==> src/dbp_map.vh <==
// Address map, field widths and reset values of the dual byte port block.
// Assumes inclusion by bare name from the port modules.
`ifndef DBP_MAP_VH
`define DBP_MAP_VH

`define DBP_ADDR_W          8
`define DBP_PORT_W          8
`define DBP_ADDR_PORT_A     8'h12
`define DBP_ADDR_DIR_A      8'h13
`define DBP_ADDR_PORT_B     8'h14
`define DBP_ADDR_DIR_B      8'h15
`define DBP_RESET_DATA      8'hff
`define DBP_RESET_DIR       8'hff
`define DBP_OP_WRITE        2'h0
`define DBP_OP_SET_BIT      2'h1
`define DBP_OP_CLR_BIT      2'h2
`define DBP_OP_CPL          2'h3

`endif

==> src/dbp_dual_port.v <==
// Top of the dual byte bidirectional port: address decode, reset causes,
// wake detection and read data.
// Assumes a core on the same instruction clock drives the access strobes.
//
// How it works
// RL1: Sixteen lines, data latches at 12H, 14H.
// RL2: Reads sample pad level, no input latch.
// RL3: Written output data holds until rewritten.
// RL4: Per-line direction bit, changeable any time.
// RL5: Direction one is input; zero drives latch.
// RL6: Read returns pad for inputs, latch otherwise.
// RL7: Outputs are push-pull only.
// RL8: Direction registers at 13H and 15H.
// RL9: All ones on qualifying resets; halt timeout keeps.
// RL10: After reset every line is input.
// RL11: Single bit set and clear on latches.
// RL12: Read-modify-write uses direction-dependent read source.
// RL13: Port A lines wake from halt, optional.
// RL14: Optional pull-ups on all lines.
// RL15: Output enable registered inverse of direction.
`timescale 1ns/1ps
`include "dbp_map.vh"
module dbp_dual_port #(
    parameter       W            = `DBP_PORT_W,
    parameter       AW           = `DBP_ADDR_W,
    parameter [0:0] WAKE_OPTION  = 1'b1,
    parameter [0:0] PULLUP_A     = 1'b1,
    parameter [0:0] PULLUP_B     = 1'b1
) (
    input  wire          clock,
    input  wire          reset_n,
    input  wire          clock_enable,
    input  wire          power_on_reset,
    input  wire          watchdog_timeout,
    input  wire          external_reset_pin,
    input  wire          halted,
    input  wire [AW-1:0] address,
    input  wire          write_strobe,
    input  wire          read_strobe,
    input  wire [1:0]    write_op,
    input  wire [2:0]    bit_index,
    input  wire [W-1:0]  write_data,
    output reg  [W-1:0]  read_data,
    output wire          read_hit,
    input  wire [W-1:0]  pin_a_in,
    output wire [W-1:0]  pin_a_out,
    output wire [W-1:0]  pin_a_oe,
    output wire [W-1:0]  pull_up_a,
    input  wire [W-1:0]  pin_b_in,
    output wire [W-1:0]  pin_b_out,
    output wire [W-1:0]  pin_b_oe,
    output wire [W-1:0]  pull_up_b,
    output reg           wake_request
);
    wire [W-1:0] pad_a;
    wire [W-1:0] pad_b;
    wire [W-1:0] read_a;
    wire [W-1:0] read_b;
    wire [W-1:0] latch_a;
    wire [W-1:0] latch_b;
    wire [W-1:0] dir_a;
    wire [W-1:0] dir_b;
    wire         soft_reset;
    reg  [W-1:0] pad_a_prev;
    reg  [W-1:0] next_read;

    // Decode helper for the four mapped locations
    function hit;
        input [AW-1:0] a;
        input [AW-1:0] target;
        begin
            hit = (a == target);
        end
    endfunction

    // Reset causes; watchdog while halted leaves ports alone
    assign soft_reset = power_on_reset
                      | (watchdog_timeout & ~halted)
                      | external_reset_pin; // [RL9]

    assign read_hit = read_strobe & (hit(address, `DBP_ADDR_PORT_A) | hit(address, `DBP_ADDR_DIR_A)
                    | hit(address, `DBP_ADDR_PORT_B) | hit(address, `DBP_ADDR_DIR_B));

    // Fabrication-time pull-up option per port
    assign pull_up_a = {W{PULLUP_A}}; // [RL14]
    assign pull_up_b = {W{PULLUP_B}}; // [RL14]

    // Pad synchronisers
    dbp_sync #(.W(W)) u_sync_a (
        .clock        (clock),
        .reset_n      (reset_n),
        .clock_enable (clock_enable),
        .async_in     (pin_a_in),
        .sync_out     (pad_a)
    );

    dbp_sync #(.W(W)) u_sync_b (
        .clock        (clock),
        .reset_n      (reset_n),
        .clock_enable (clock_enable),
        .async_in     (pin_b_in),
        .sync_out     (pad_b)
    );

    // Port A at 12H/13H
    dbp_port_lane #(.W(W)) u_lane_a (
        .clock        (clock),
        .reset_n      (reset_n),
        .clock_enable (clock_enable),
        .soft_reset   (soft_reset),
        .data_write   (write_strobe & hit(address, `DBP_ADDR_PORT_A)), // [RL1]
        .dir_write    (write_strobe & hit(address, `DBP_ADDR_DIR_A)),  // [RL8]
        .write_op     (write_op),
        .bit_index    (bit_index),
        .write_data   (write_data),
        .pad_sync     (pad_a),
        .data_latch   (latch_a),
        .direction    (dir_a),
        .port_read    (read_a),
        .pin_out      (pin_a_out),
        .pin_oe       (pin_a_oe)
    );

    // Port B at 14H/15H
    dbp_port_lane #(.W(W)) u_lane_b (
        .clock        (clock),
        .reset_n      (reset_n),
        .clock_enable (clock_enable),
        .soft_reset   (soft_reset),
        .data_write   (write_strobe & hit(address, `DBP_ADDR_PORT_B)), // [RL1]
        .dir_write    (write_strobe & hit(address, `DBP_ADDR_DIR_B)),  // [RL8]
        .write_op     (write_op),
        .bit_index    (bit_index),
        .write_data   (write_data),
        .pad_sync     (pad_b),
        .data_latch   (latch_b),
        .direction    (dir_b),
        .port_read    (read_b),
        .pin_out      (pin_b_out),
        .pin_oe       (pin_b_oe)
    );

    // Read mux; unmapped addresses read zero
    always @* begin
        next_read = {W{1'b0}};
        if (hit(address, `DBP_ADDR_PORT_A))
            next_read = read_a; // [RL2] [RL6]
        else if (hit(address, `DBP_ADDR_DIR_A))
            next_read = dir_a;
        else if (hit(address, `DBP_ADDR_PORT_B))
            next_read = read_b; // [RL2] [RL6]
        else if (hit(address, `DBP_ADDR_DIR_B))
            next_read = dir_b;
    end

    // Read data sampled at the strobe edge, held otherwise
    always @(posedge clock or negedge reset_n) begin
        if (!reset_n)
            read_data <= {W{1'b0}};
        else if (clock_enable && read_strobe)
            read_data <= next_read; // [RL2]
    end

    // Wake on any port A input line changing while halted
    always @(posedge clock or negedge reset_n) begin
        if (!reset_n) begin
            pad_a_prev   <= {W{1'b1}};
            wake_request <= 1'b0;
        end else if (clock_enable) begin
            pad_a_prev   <= pad_a;
            wake_request <= WAKE_OPTION & halted & (|((pad_a ^ pad_a_prev) & dir_a)); // [RL13]
        end
    end
endmodule // dbp_dual_port

==> src/dbp_port_lane.v <==
// One 8-bit port: data latch, direction register, pin drivers, read mux.
// Assumes decoded strobes from the top; pads already synchronised.
`timescale 1ns/1ps
`include "dbp_map.vh"
module dbp_port_lane #(
    parameter W = `DBP_PORT_W
) (
    input  wire         clock,
    input  wire         reset_n,
    input  wire         clock_enable,
    input  wire         soft_reset,
    input  wire         data_write,
    input  wire         dir_write,
    input  wire [1:0]   write_op,
    input  wire [2:0]   bit_index,
    input  wire [W-1:0] write_data,
    input  wire [W-1:0] pad_sync,
    output reg  [W-1:0] data_latch,
    output reg  [W-1:0] direction,
    output wire [W-1:0] port_read,
    output reg  [W-1:0] pin_out,
    output reg  [W-1:0] pin_oe
);
    wire [W-1:0] bit_mask;
    reg  [W-1:0] next_data;
    genvar g;

    assign bit_mask = {{(W-1){1'b0}}, 1'b1} << bit_index;

    // Per-bit read source: pad if input, latch if output
    generate
        for (g = 0; g < W; g = g + 1) begin : gen_read
            assign port_read[g] = direction[g] ? pad_sync[g] : data_latch[g]; // [RL6] [RL12]
        end
    endgenerate

    // Modify the whole read image, write back to the latch
    always @* begin
        case (write_op)
            `DBP_OP_WRITE:   next_data = write_data;
            `DBP_OP_SET_BIT: next_data = port_read | bit_mask;   // [RL11] [RL12]
            `DBP_OP_CLR_BIT: next_data = port_read & ~bit_mask;  // [RL11] [RL12]
            `DBP_OP_CPL:     next_data = ~port_read;              // [RL12]
            default:         next_data = write_data;
        endcase
    end

    // Latch and direction hold until rewritten; reset to all ones
    always @(posedge clock or negedge reset_n) begin
        if (!reset_n) begin
            data_latch <= `DBP_RESET_DATA; // [RL9]
            direction  <= `DBP_RESET_DIR;  // [RL9] [RL10]
        end else if (clock_enable) begin
            if (soft_reset) begin
                data_latch <= `DBP_RESET_DATA; // [RL9]
                direction  <= `DBP_RESET_DIR;  // [RL10]
            end else begin
                if (data_write)
                    data_latch <= next_data; // [RL3]
                if (dir_write)
                    direction <= write_data; // [RL4]
            end
        end
    end

    // Registered push-pull drive, enable is inverse of direction
    always @(posedge clock or negedge reset_n) begin
        if (!reset_n) begin
            pin_out <= `DBP_RESET_DATA;
            pin_oe  <= {W{1'b0}};
        end else if (clock_enable) begin
            pin_out <= data_latch;  // [RL7]
            pin_oe  <= ~direction;  // [RL5] [RL15]
        end
    end
endmodule // dbp_port_lane

==> src/dbp_sync.v <==
// Two-flop synchroniser for a bus of pad levels.
// Assumes one clock; the first stage feeds only the second.
`timescale 1ns/1ps
module dbp_sync #(
    parameter W = 8
) (
    input  wire         clock,
    input  wire         reset_n,
    input  wire         clock_enable,
    input  wire [W-1:0] async_in,
    output reg  [W-1:0] sync_out
);
    reg [W-1:0] stage_one;

    // Two stages, pads idle high at reset
    always @(posedge clock or negedge reset_n) begin
        if (!reset_n) begin
            stage_one <= {W{1'b1}};
            sync_out  <= {W{1'b1}};
        end else if (clock_enable) begin
            stage_one <= async_in;
            sync_out  <= stage_one;
        end
    end
endmodule // dbp_sync
==> config.mk <==
export PLATFORM = sky130hd
export DESIGN_NAME = dbp_dual_port
export DESIGN_NICKNAME = d
export VERILOG_FILES = /design/src/dbp_dual_port.v /design/src/dbp_port_lane.v /design/src/dbp_sync.v
export VERILOG_INCLUDE_DIRS = /design/src
export SDC_FILE = /design/constraint.sdc
export NUM_CORES = 1
export LEC_CHECK = 0
export ABC_AREA = 1
export ABC_CLOCK_PERIOD_IN_PS = 2100
export CORE_UTILIZATION = 60
export CTS_CLUSTER_SIZE = 10
export DETAILED_ROUTE_END_ITERATION = 8
export DONT_BUFFER_PORTS = 1
export PLACE_DENSITY_LB_ADDON = 0.12
export SLEW_MARGIN = 20
export SYNTH_ARGS = -nofsm -noshare
export SYNTH_HDL_FRONTEND = slang
export SYNTH_SLANG_ARGS = --single-unit
==> constraint.sdc <==
create_clock -name clock -period 2.1 [get_ports clock]
set_clock_uncertainty 0.2 [all_clocks]
set_input_delay 0.315 -clock clock [delete_from_list [all_inputs] [get_ports clock]]
set_output_delay 0.315 -clock clock [all_outputs]
set_load 0.005 [all_outputs]
==> results of run 1 <==
## timing repair
action,in CTS,in global routing
resized for setup,0,3
hold endpoints to repair,201,113
endpoints found under the setup margin,0,8
buffers inserted,0,1
## power by group
| group | internal [mW] | switching, mW |
|---|---|---|
| Combinational | 0.336 | 0.567 |
| Sequential | 2.58 | 0.250 |
| Clock | 1.96 | 1.01 |
| Total | 4.88 | 1.83 |
## worst register-to-register path, delay by kind of cell, from the launching register on
kind,cells,cell delay (ps)
buffers and inverters,3,650
flip-flops,1,530
AND/OR/NAND/NOR,5,320
AO/OA/AOI/OAI,1,210
## cell type report
| class | count | area [um^2] |
|---|---|---|
| Sequential cell | 113 | 2940 |
| Clock inverter | 8 | 126 |
| Inverter | 70 | 264 |
| Multi-Input combinational cell | 597 | 2610 |
| Tap cell | 133 | 166 |
| Timing Repair Buffer | 65 | 658 |
| Fill cell | 702 | 2470 |
| Clock buffer | 24 | 490 |
## how the worst max path moves through the flow
| stage | to | slack [ps] |
|---|---|---|
| floorplan | read_hit | 410 |
| global placement | read_hit | 380 |
| detailed placement | read_hit | 330 |
| CTS | read_data[6]$_DFFE_PN0P_ | 50 |
| global route | u_sync_b.stage_one[1]$_DFFE_PN1P_ | 10 |
| finish | u_sync_b.stage_one[4]$_DFFE_PN1P_ | 90 |
## cells in the final DEF, fill, tap and decap left out
master / synthesis / final
buf_6: 1 / 2
o21ai_1: 1 / 2
nand2_2: 5 / 5
nor2_2: 1 / 1
clkbuf_1: 12 / 2
nand3b_1: 4 / 4
dlygate4sd3_1: 0 / 57
nor2_4: 5 / 5
o211ai_1: 3 / 3
buf_4: 18 / 5
nor2_1: 39 / 39
nand2_1: 352 / 352
clkinv_2: 1 / 2
nand2_4: 4 / 4
a31oi_1: 1 / 1
inv_1: 66 / 65
o21ai_0: 57 / 56
a21oi_1: 14 / 14
inv_2: 3 / 4
dfrtp_1: 25 / 25
nand3_1: 73 / 73
o2111ai_1: 1 / 1
dfstp_2: 88 / 88
or2_2: 5 / 5
clkbuf_8: 0 / 6
nand3_2: 1 / 1
clkinv_4: 0 / 1
bufinv_16: 0 / 3
o21ai_2: 3 / 3
clkinvlp_4: 0 / 3
conb_1: 1 / 16
buf_16: 0 / 1
clkbuf_16: 0 / 16
o21bai_1: 7 / 7
nand4_1: 5 / 5
## per-stage QoR
step	setup slack, ps	util
after floorplan	411	-
after CTS	50.5	0.744
final	92.6	0.746
after global routing	9.72	0.746
after detailed placement	333	0.619
after global placement	380	0.619
## Yosys cell counts, types with 4 or more instances
master | n | share of area
o21ai_0 | 57 | 0.048
nand2_1 | 352 | 0.22
buf_4 | 18 | 0.023
o21bai_1 | 7 | 0.0088
nand2_4 | 4 | 0.0075
nand3b_1 | 4 | 0.0050
dfrtp_1 | 25 | 0.10
nand2_2 | 5 | 0.0052
nor2_4 | 5 | 0.0094
nand4_1 | 5 | 0.0052
inv_1 | 66 | 0.041
or2_2 | 5 | 0.0052
a21oi_1 | 14 | 0.012
nor2_1 | 39 | 0.024
clkbuf_1 | 12 | 0.0075
buf_2 | 7 | 0.0058
dfstp_2 | 88 | 0.39
nand3_1 | 73 | 0.061
## kinds of logic after synthesis
family,after synthesis,synth area share
other,1,0.000626
buffers and inverters,111,0.0837
AOI/OAI and AO/OA,87,0.0795
DFF,113,0.490
and+or+nand+nor,494,0.346
## routing by layer
metal	track usage	vias to the layer above
li1	-	2621
met1	0.470	2696
met2	0.604	269
met3	0.0780	46
met4	0.174	0
met5	0	-
==> impl_metrics.env, run 1 <==
export IMPL_status="finished, violations left"
export IMPL_violations="hold timing"
export IMPL_cp_depth=7
export IMPL_core_um2=9730
export IMPL_path_clk_slew_ps=60
export IMPL_die_area_um2=10400
export IMPL_cts_root_buf="clkbuf_8"
export IMPL_critPathLaunch="clock_enable"
export IMPL_first_pass_iters=5
export IMPL_min_period_over_period=0.956
export IMPL_post_drt_wl_per_cell_um=17.8
export IMPL_dp_cells=919
export IMPL_synth_ff_type="dfstp_2"
export IMPL_p_per_area_nw_per_um2=926
export IMPL_wl_met2_um=8600
export IMPL_synth_async_sr_flop_share=1.00
export IMPL_antenna_left=0
export IMPL_ioPinCount=104
export IMPL_synthCells=806
export IMPL_port_buffers=0
export IMPL_place_detailed_hpwl_um=11300
export IMPL_grt_pass1_vias=5465
export IMPL_critPathSlowestCell="dlygate4sd3_1"
export IMPL_clock_path_buffers=2
export IMPL_die_x_um=102
export IMPL_finalCriticalPeriod_ps=2010
export IMPL_placed_cell_area_um2=6020
export IMPL_critPathBufInv=5
export IMPL_reg2reg_depth=9
export IMPL_regToRegStartpoint="u_lane_b.data_latch[6]$_DFFE_PN1P_"
export IMPL_cts_buffers=17
export IMPL_synthToLayoutAreaGrowth_pct=21.0
export IMPL_cp_cell_sequence="dlygate4sd3_1 -> buf_16 -> inv_2 -> buf_6 -> nand2_1 -> nand2_1 -> dlygate4sd3_1"
export IMPL_grt_usage=0.369
export IMPL_ys_seq_area_frac=0.490
export IMPL_cp_data_required_time_ps=2350
export IMPL_routed_top_layer="met4"
export IMPL_antenna_cells=0
export IMPL_crit_path_max_fanout=73
export IMPL_worstPathArrival_ps=2260
export IMPL_syn_avg_cell_area_um2=7.44
export IMPL_dieHeight_um=102
export IMPL_num_rows=36
export IMPL_hold_buffers=58
export IMPL_cts_tree="built"
export IMPL_cp_top_family="buffers and inverters"
export IMPL_finalPower_mw=6.72
export IMPL_timing_hold_ws_ps=-727
export IMPL_setup_viol=0
export IMPL_initial_core_util=0.616
export IMPL_path_class="primary input to flop"
export IMPL_drc=0
export IMPL_nets=910
export IMPL_grt_pass1_wl_um=27900
export IMPL_globalRoute_totalOverflow=0
export IMPL_yosys_warnings=0
export IMPL_crit_path_start_kind="primary input"
export IMPL_antenna_found_initial=0
export IMPL_drv_cap=0
export IMPL_yosys_cell_types_count=30
export IMPL_dr_total_vias=5632
export IMPL_vias_per_cell=5.58
export IMPL_synth_edff_count=0
export IMPL_max_freq_mhz=498
export IMPL_hold_viol_final=113
export IMPL_rrSetupSlack_ps=140
export IMPL_drive_gt1_frac=0.177
export IMPL_htree_num_levels=4
export IMPL_syn_area_um2=5990
export IMPL_wl_met3_um=1270
export IMPL_critPathCaptureType="flop"
export IMPL_r2r_end="read_data[6]$_DFFE_PN0P_"
export IMPL_cts_sinks=113
export IMPL_hold_path_class="primary input to async pin"
export IMPL_drt_met1_wl_um=7540
export IMPL_max_vdd_ir_drop_uv=742
export IMPL_final_max_slew_viol_count=0
export IMPL_stdcell_count=1010
export IMPL_wirelength_um=18000
export IMPL_leakagePower_nw=3.65
export IMPL_final_area_um2=7250
export IMPL_initialDrtViolationCount=425
export IMPL_max_stage_delay_ps=630
export IMPL_clk_latency_ps=530
export IMPL_place_gp_congestion=0.899
export IMPL_grt_max_degree=114
export IMPL_rsz0062_at_grt="no"
export IMPL_synth_seq_cells=113
export IMPL_fin_tns_setup_ps=0
(Power assumes the default switching activity.)
==> run 2, diff against run 1 <==
--- a/config.mk
+++ b/config.mk
@@ -8,6 +8,7 @@
 export LEC_CHECK = 0
 export ABC_AREA = 1
 export ABC_CLOCK_PERIOD_IN_PS = 2100
+export CORE_MARGIN = 2
 export CORE_UTILIZATION = 60
 export CTS_CLUSTER_SIZE = 10
 export DETAILED_ROUTE_END_ITERATION = 8
@@ -17,3 +18,4 @@
 export SYNTH_ARGS = -nofsm -noshare
 export SYNTH_HDL_FRONTEND = slang
 export SYNTH_SLANG_ARGS = --single-unit
+export TNS_END_PERCENT = 50
==> impl_metrics.env, run 2 (same netlist as run 1, synthesis figures left out) <==
export IMPL_dr_total_vias=5740
export IMPL_pre_cts_ws_ps=309
export IMPL_cp_data_required_time_ps=2350
export IMPL_final_common_cell="nand2_1"
export IMPL_port_buffers=0
export IMPL_path_class="primary input to flop"
export IMPL_htree_num_levels=4
export IMPL_first_pass_iters=7
export IMPL_grtUsageMet1=0.444
export IMPL_max_freq_mhz=537
export IMPL_p_per_area_nw_per_um2=940
export IMPL_path_clk_slew_ps=60
export IMPL_crit_path_max_fanout=1
export IMPL_crit_path_start_kind="primary input"
export IMPL_finalCriticalPeriod_ps=1860
export IMPL_fin_tns_setup_ps=0
export IMPL_rsz0062_at_grt="no"
export IMPL_drive_gt1_frac=0.176
export IMPL_final_max_slew_viol_count=0
export IMPL_clk_latency_ps=540
export IMPL_dieHeight_um=104
export IMPL_worst_slack_ps=237
export IMPL_nets=907
export IMPL_final_util=0.750
export IMPL_globalRoute_totalOverflow=0
export IMPL_max_vdd_ir_drop_uv=636
export IMPL_post_drt_wl_per_cell_um=18.5
export IMPL_place_gp_congestion=0.903
export IMPL_finalPower_mw=6.86
export IMPL_grtUsageMet3=0.0739
export IMPL_stdcell_count=1007
export IMPL_initial_core_util=0.616
export IMPL_setup_viol=0
export IMPL_synthToLayoutAreaGrowth_pct=21.7
export IMPL_hold_viol_final=113
export IMPL_grt_max_degree=114
export IMPL_num_rows=36
export IMPL_wirelength_um=18700
export IMPL_crit_path_frequent_cell="dlygate4sd3_1"
export IMPL_antenna_left=0
export IMPL_hold_path_class="primary input to async pin"
export IMPL_drc=0
export IMPL_clock_path_buffers=2
export IMPL_violations="hold timing"
export IMPL_final_cell_mix="nand2_1 (352), dfstp_2 (88), nand3_1 (73), inv_1 (65), o21ai_0 (57)"
export IMPL_ioPinCount=104
export IMPL_top_usage_layer="met2"
export IMPL_initialDrtViolationCount=473
export IMPL_antenna_found_initial=0
export IMPL_grt_pass1_wl_um=28000
export IMPL_die_x_um=104
export IMPL_worstPathArrival_ps=2110
export IMPL_die_area_um2=10800
export IMPL_hold_buffers=55
export IMPL_antenna_cells=0
export IMPL_cp_cell_sequence="dlygate4sd3_1 -> nand2_1 -> dlygate4sd3_1 -> nand2_1 -> dlygate4sd3_1"
export IMPL_dp_cells=917
export IMPL_postCtsSetupRepairBufs=0
export IMPL_cts_root_buf="clkbuf_8"
export IMPL_critPathSlowestCell="dlygate4sd3_1"
export IMPL_status="finished, violations left"
export IMPL_placed_cell_area_um2=6030
export IMPL_grt_pass1_vias=5428
export IMPL_cts_tree="built"
export IMPL_met2_usage=0.550
export IMPL_grt_usage=0.338
export IMPL_final_area_um2=7300
export IMPL_min_period_over_period=0.887
export IMPL_cts_sinks=113
export IMPL_cts_buffers=17
export IMPL_critPathCaptureType="flop"
export IMPL_place_detailed_hpwl_um=11000
export IMPL_max_stage_delay_ps=580
export IMPL_leakagePower_nw=3.67
export IMPL_timing_hold_ws_ps=-726
export IMPL_core_um2=9730
export IMPL_drv_cap=0
export IMPL_vias_per_cell=5.70
run 2: path summary, 6_finish.rpt:
path	startpoint	end	slack, ps	cells after the start
hold / removal	reset_n	u_lane_a.pin_oe[3]$_DFFE_PN0P_	-730	0
hold reg to reg	u_lane_b.data_latch[6]$_DFFE_PN1P_	u_lane_b.data_latch[6]$_DFFE_PN1P_	270	2
setup reg to reg	u_lane_a.direction[6]$_DFFE_PN1P_	read_data[6]$_DFFE_PN0P_	470	6
max in group asynchronous	reset_n	u_lane_b.pin_out[0]$_DFFE_PN1P_	2150	0
setup / recovery	pin_a_in[2]	u_sync_a.stage_one[2]$_DFFE_PN1P_	240	5
min in group clock	bit_index[0]	u_lane_a.data_latch[1]$_DFFE_PN1P_	10	6
run 2: report_power, final:
group	internal, mW	switching (mW)
Sequential	2.58	0.247
Clock	2.09	1.02
Combinational	0.339	0.576
run 2: timing repair:
item,4_1_cts,5_1_grt
gates resized for setup,0,3
endpoints found under the setup margin,0,7
endpoints found under the hold margin,198,113
run 2: critical path: cells and delay by family:
kind	cells	cell delay, ps
buf+inv	3	1660
simple gates	2	140
run 2: cell type report:
cell class                 instances  area, um^2
sequential                       113        2940
fill                             690        2430
timing repair buffer              62         678
clock inverter                     8         149
clock buffer                      24         492
tap                              133         166
multi-input combinational        597        2610
inverter                          70         264
run 2: metal layers:
metal	wire length [um]	share of wire
met1	7470	0.40
met2	8990	0.48
met3	1650	0.088
met4	569	0.030
met5	0	0
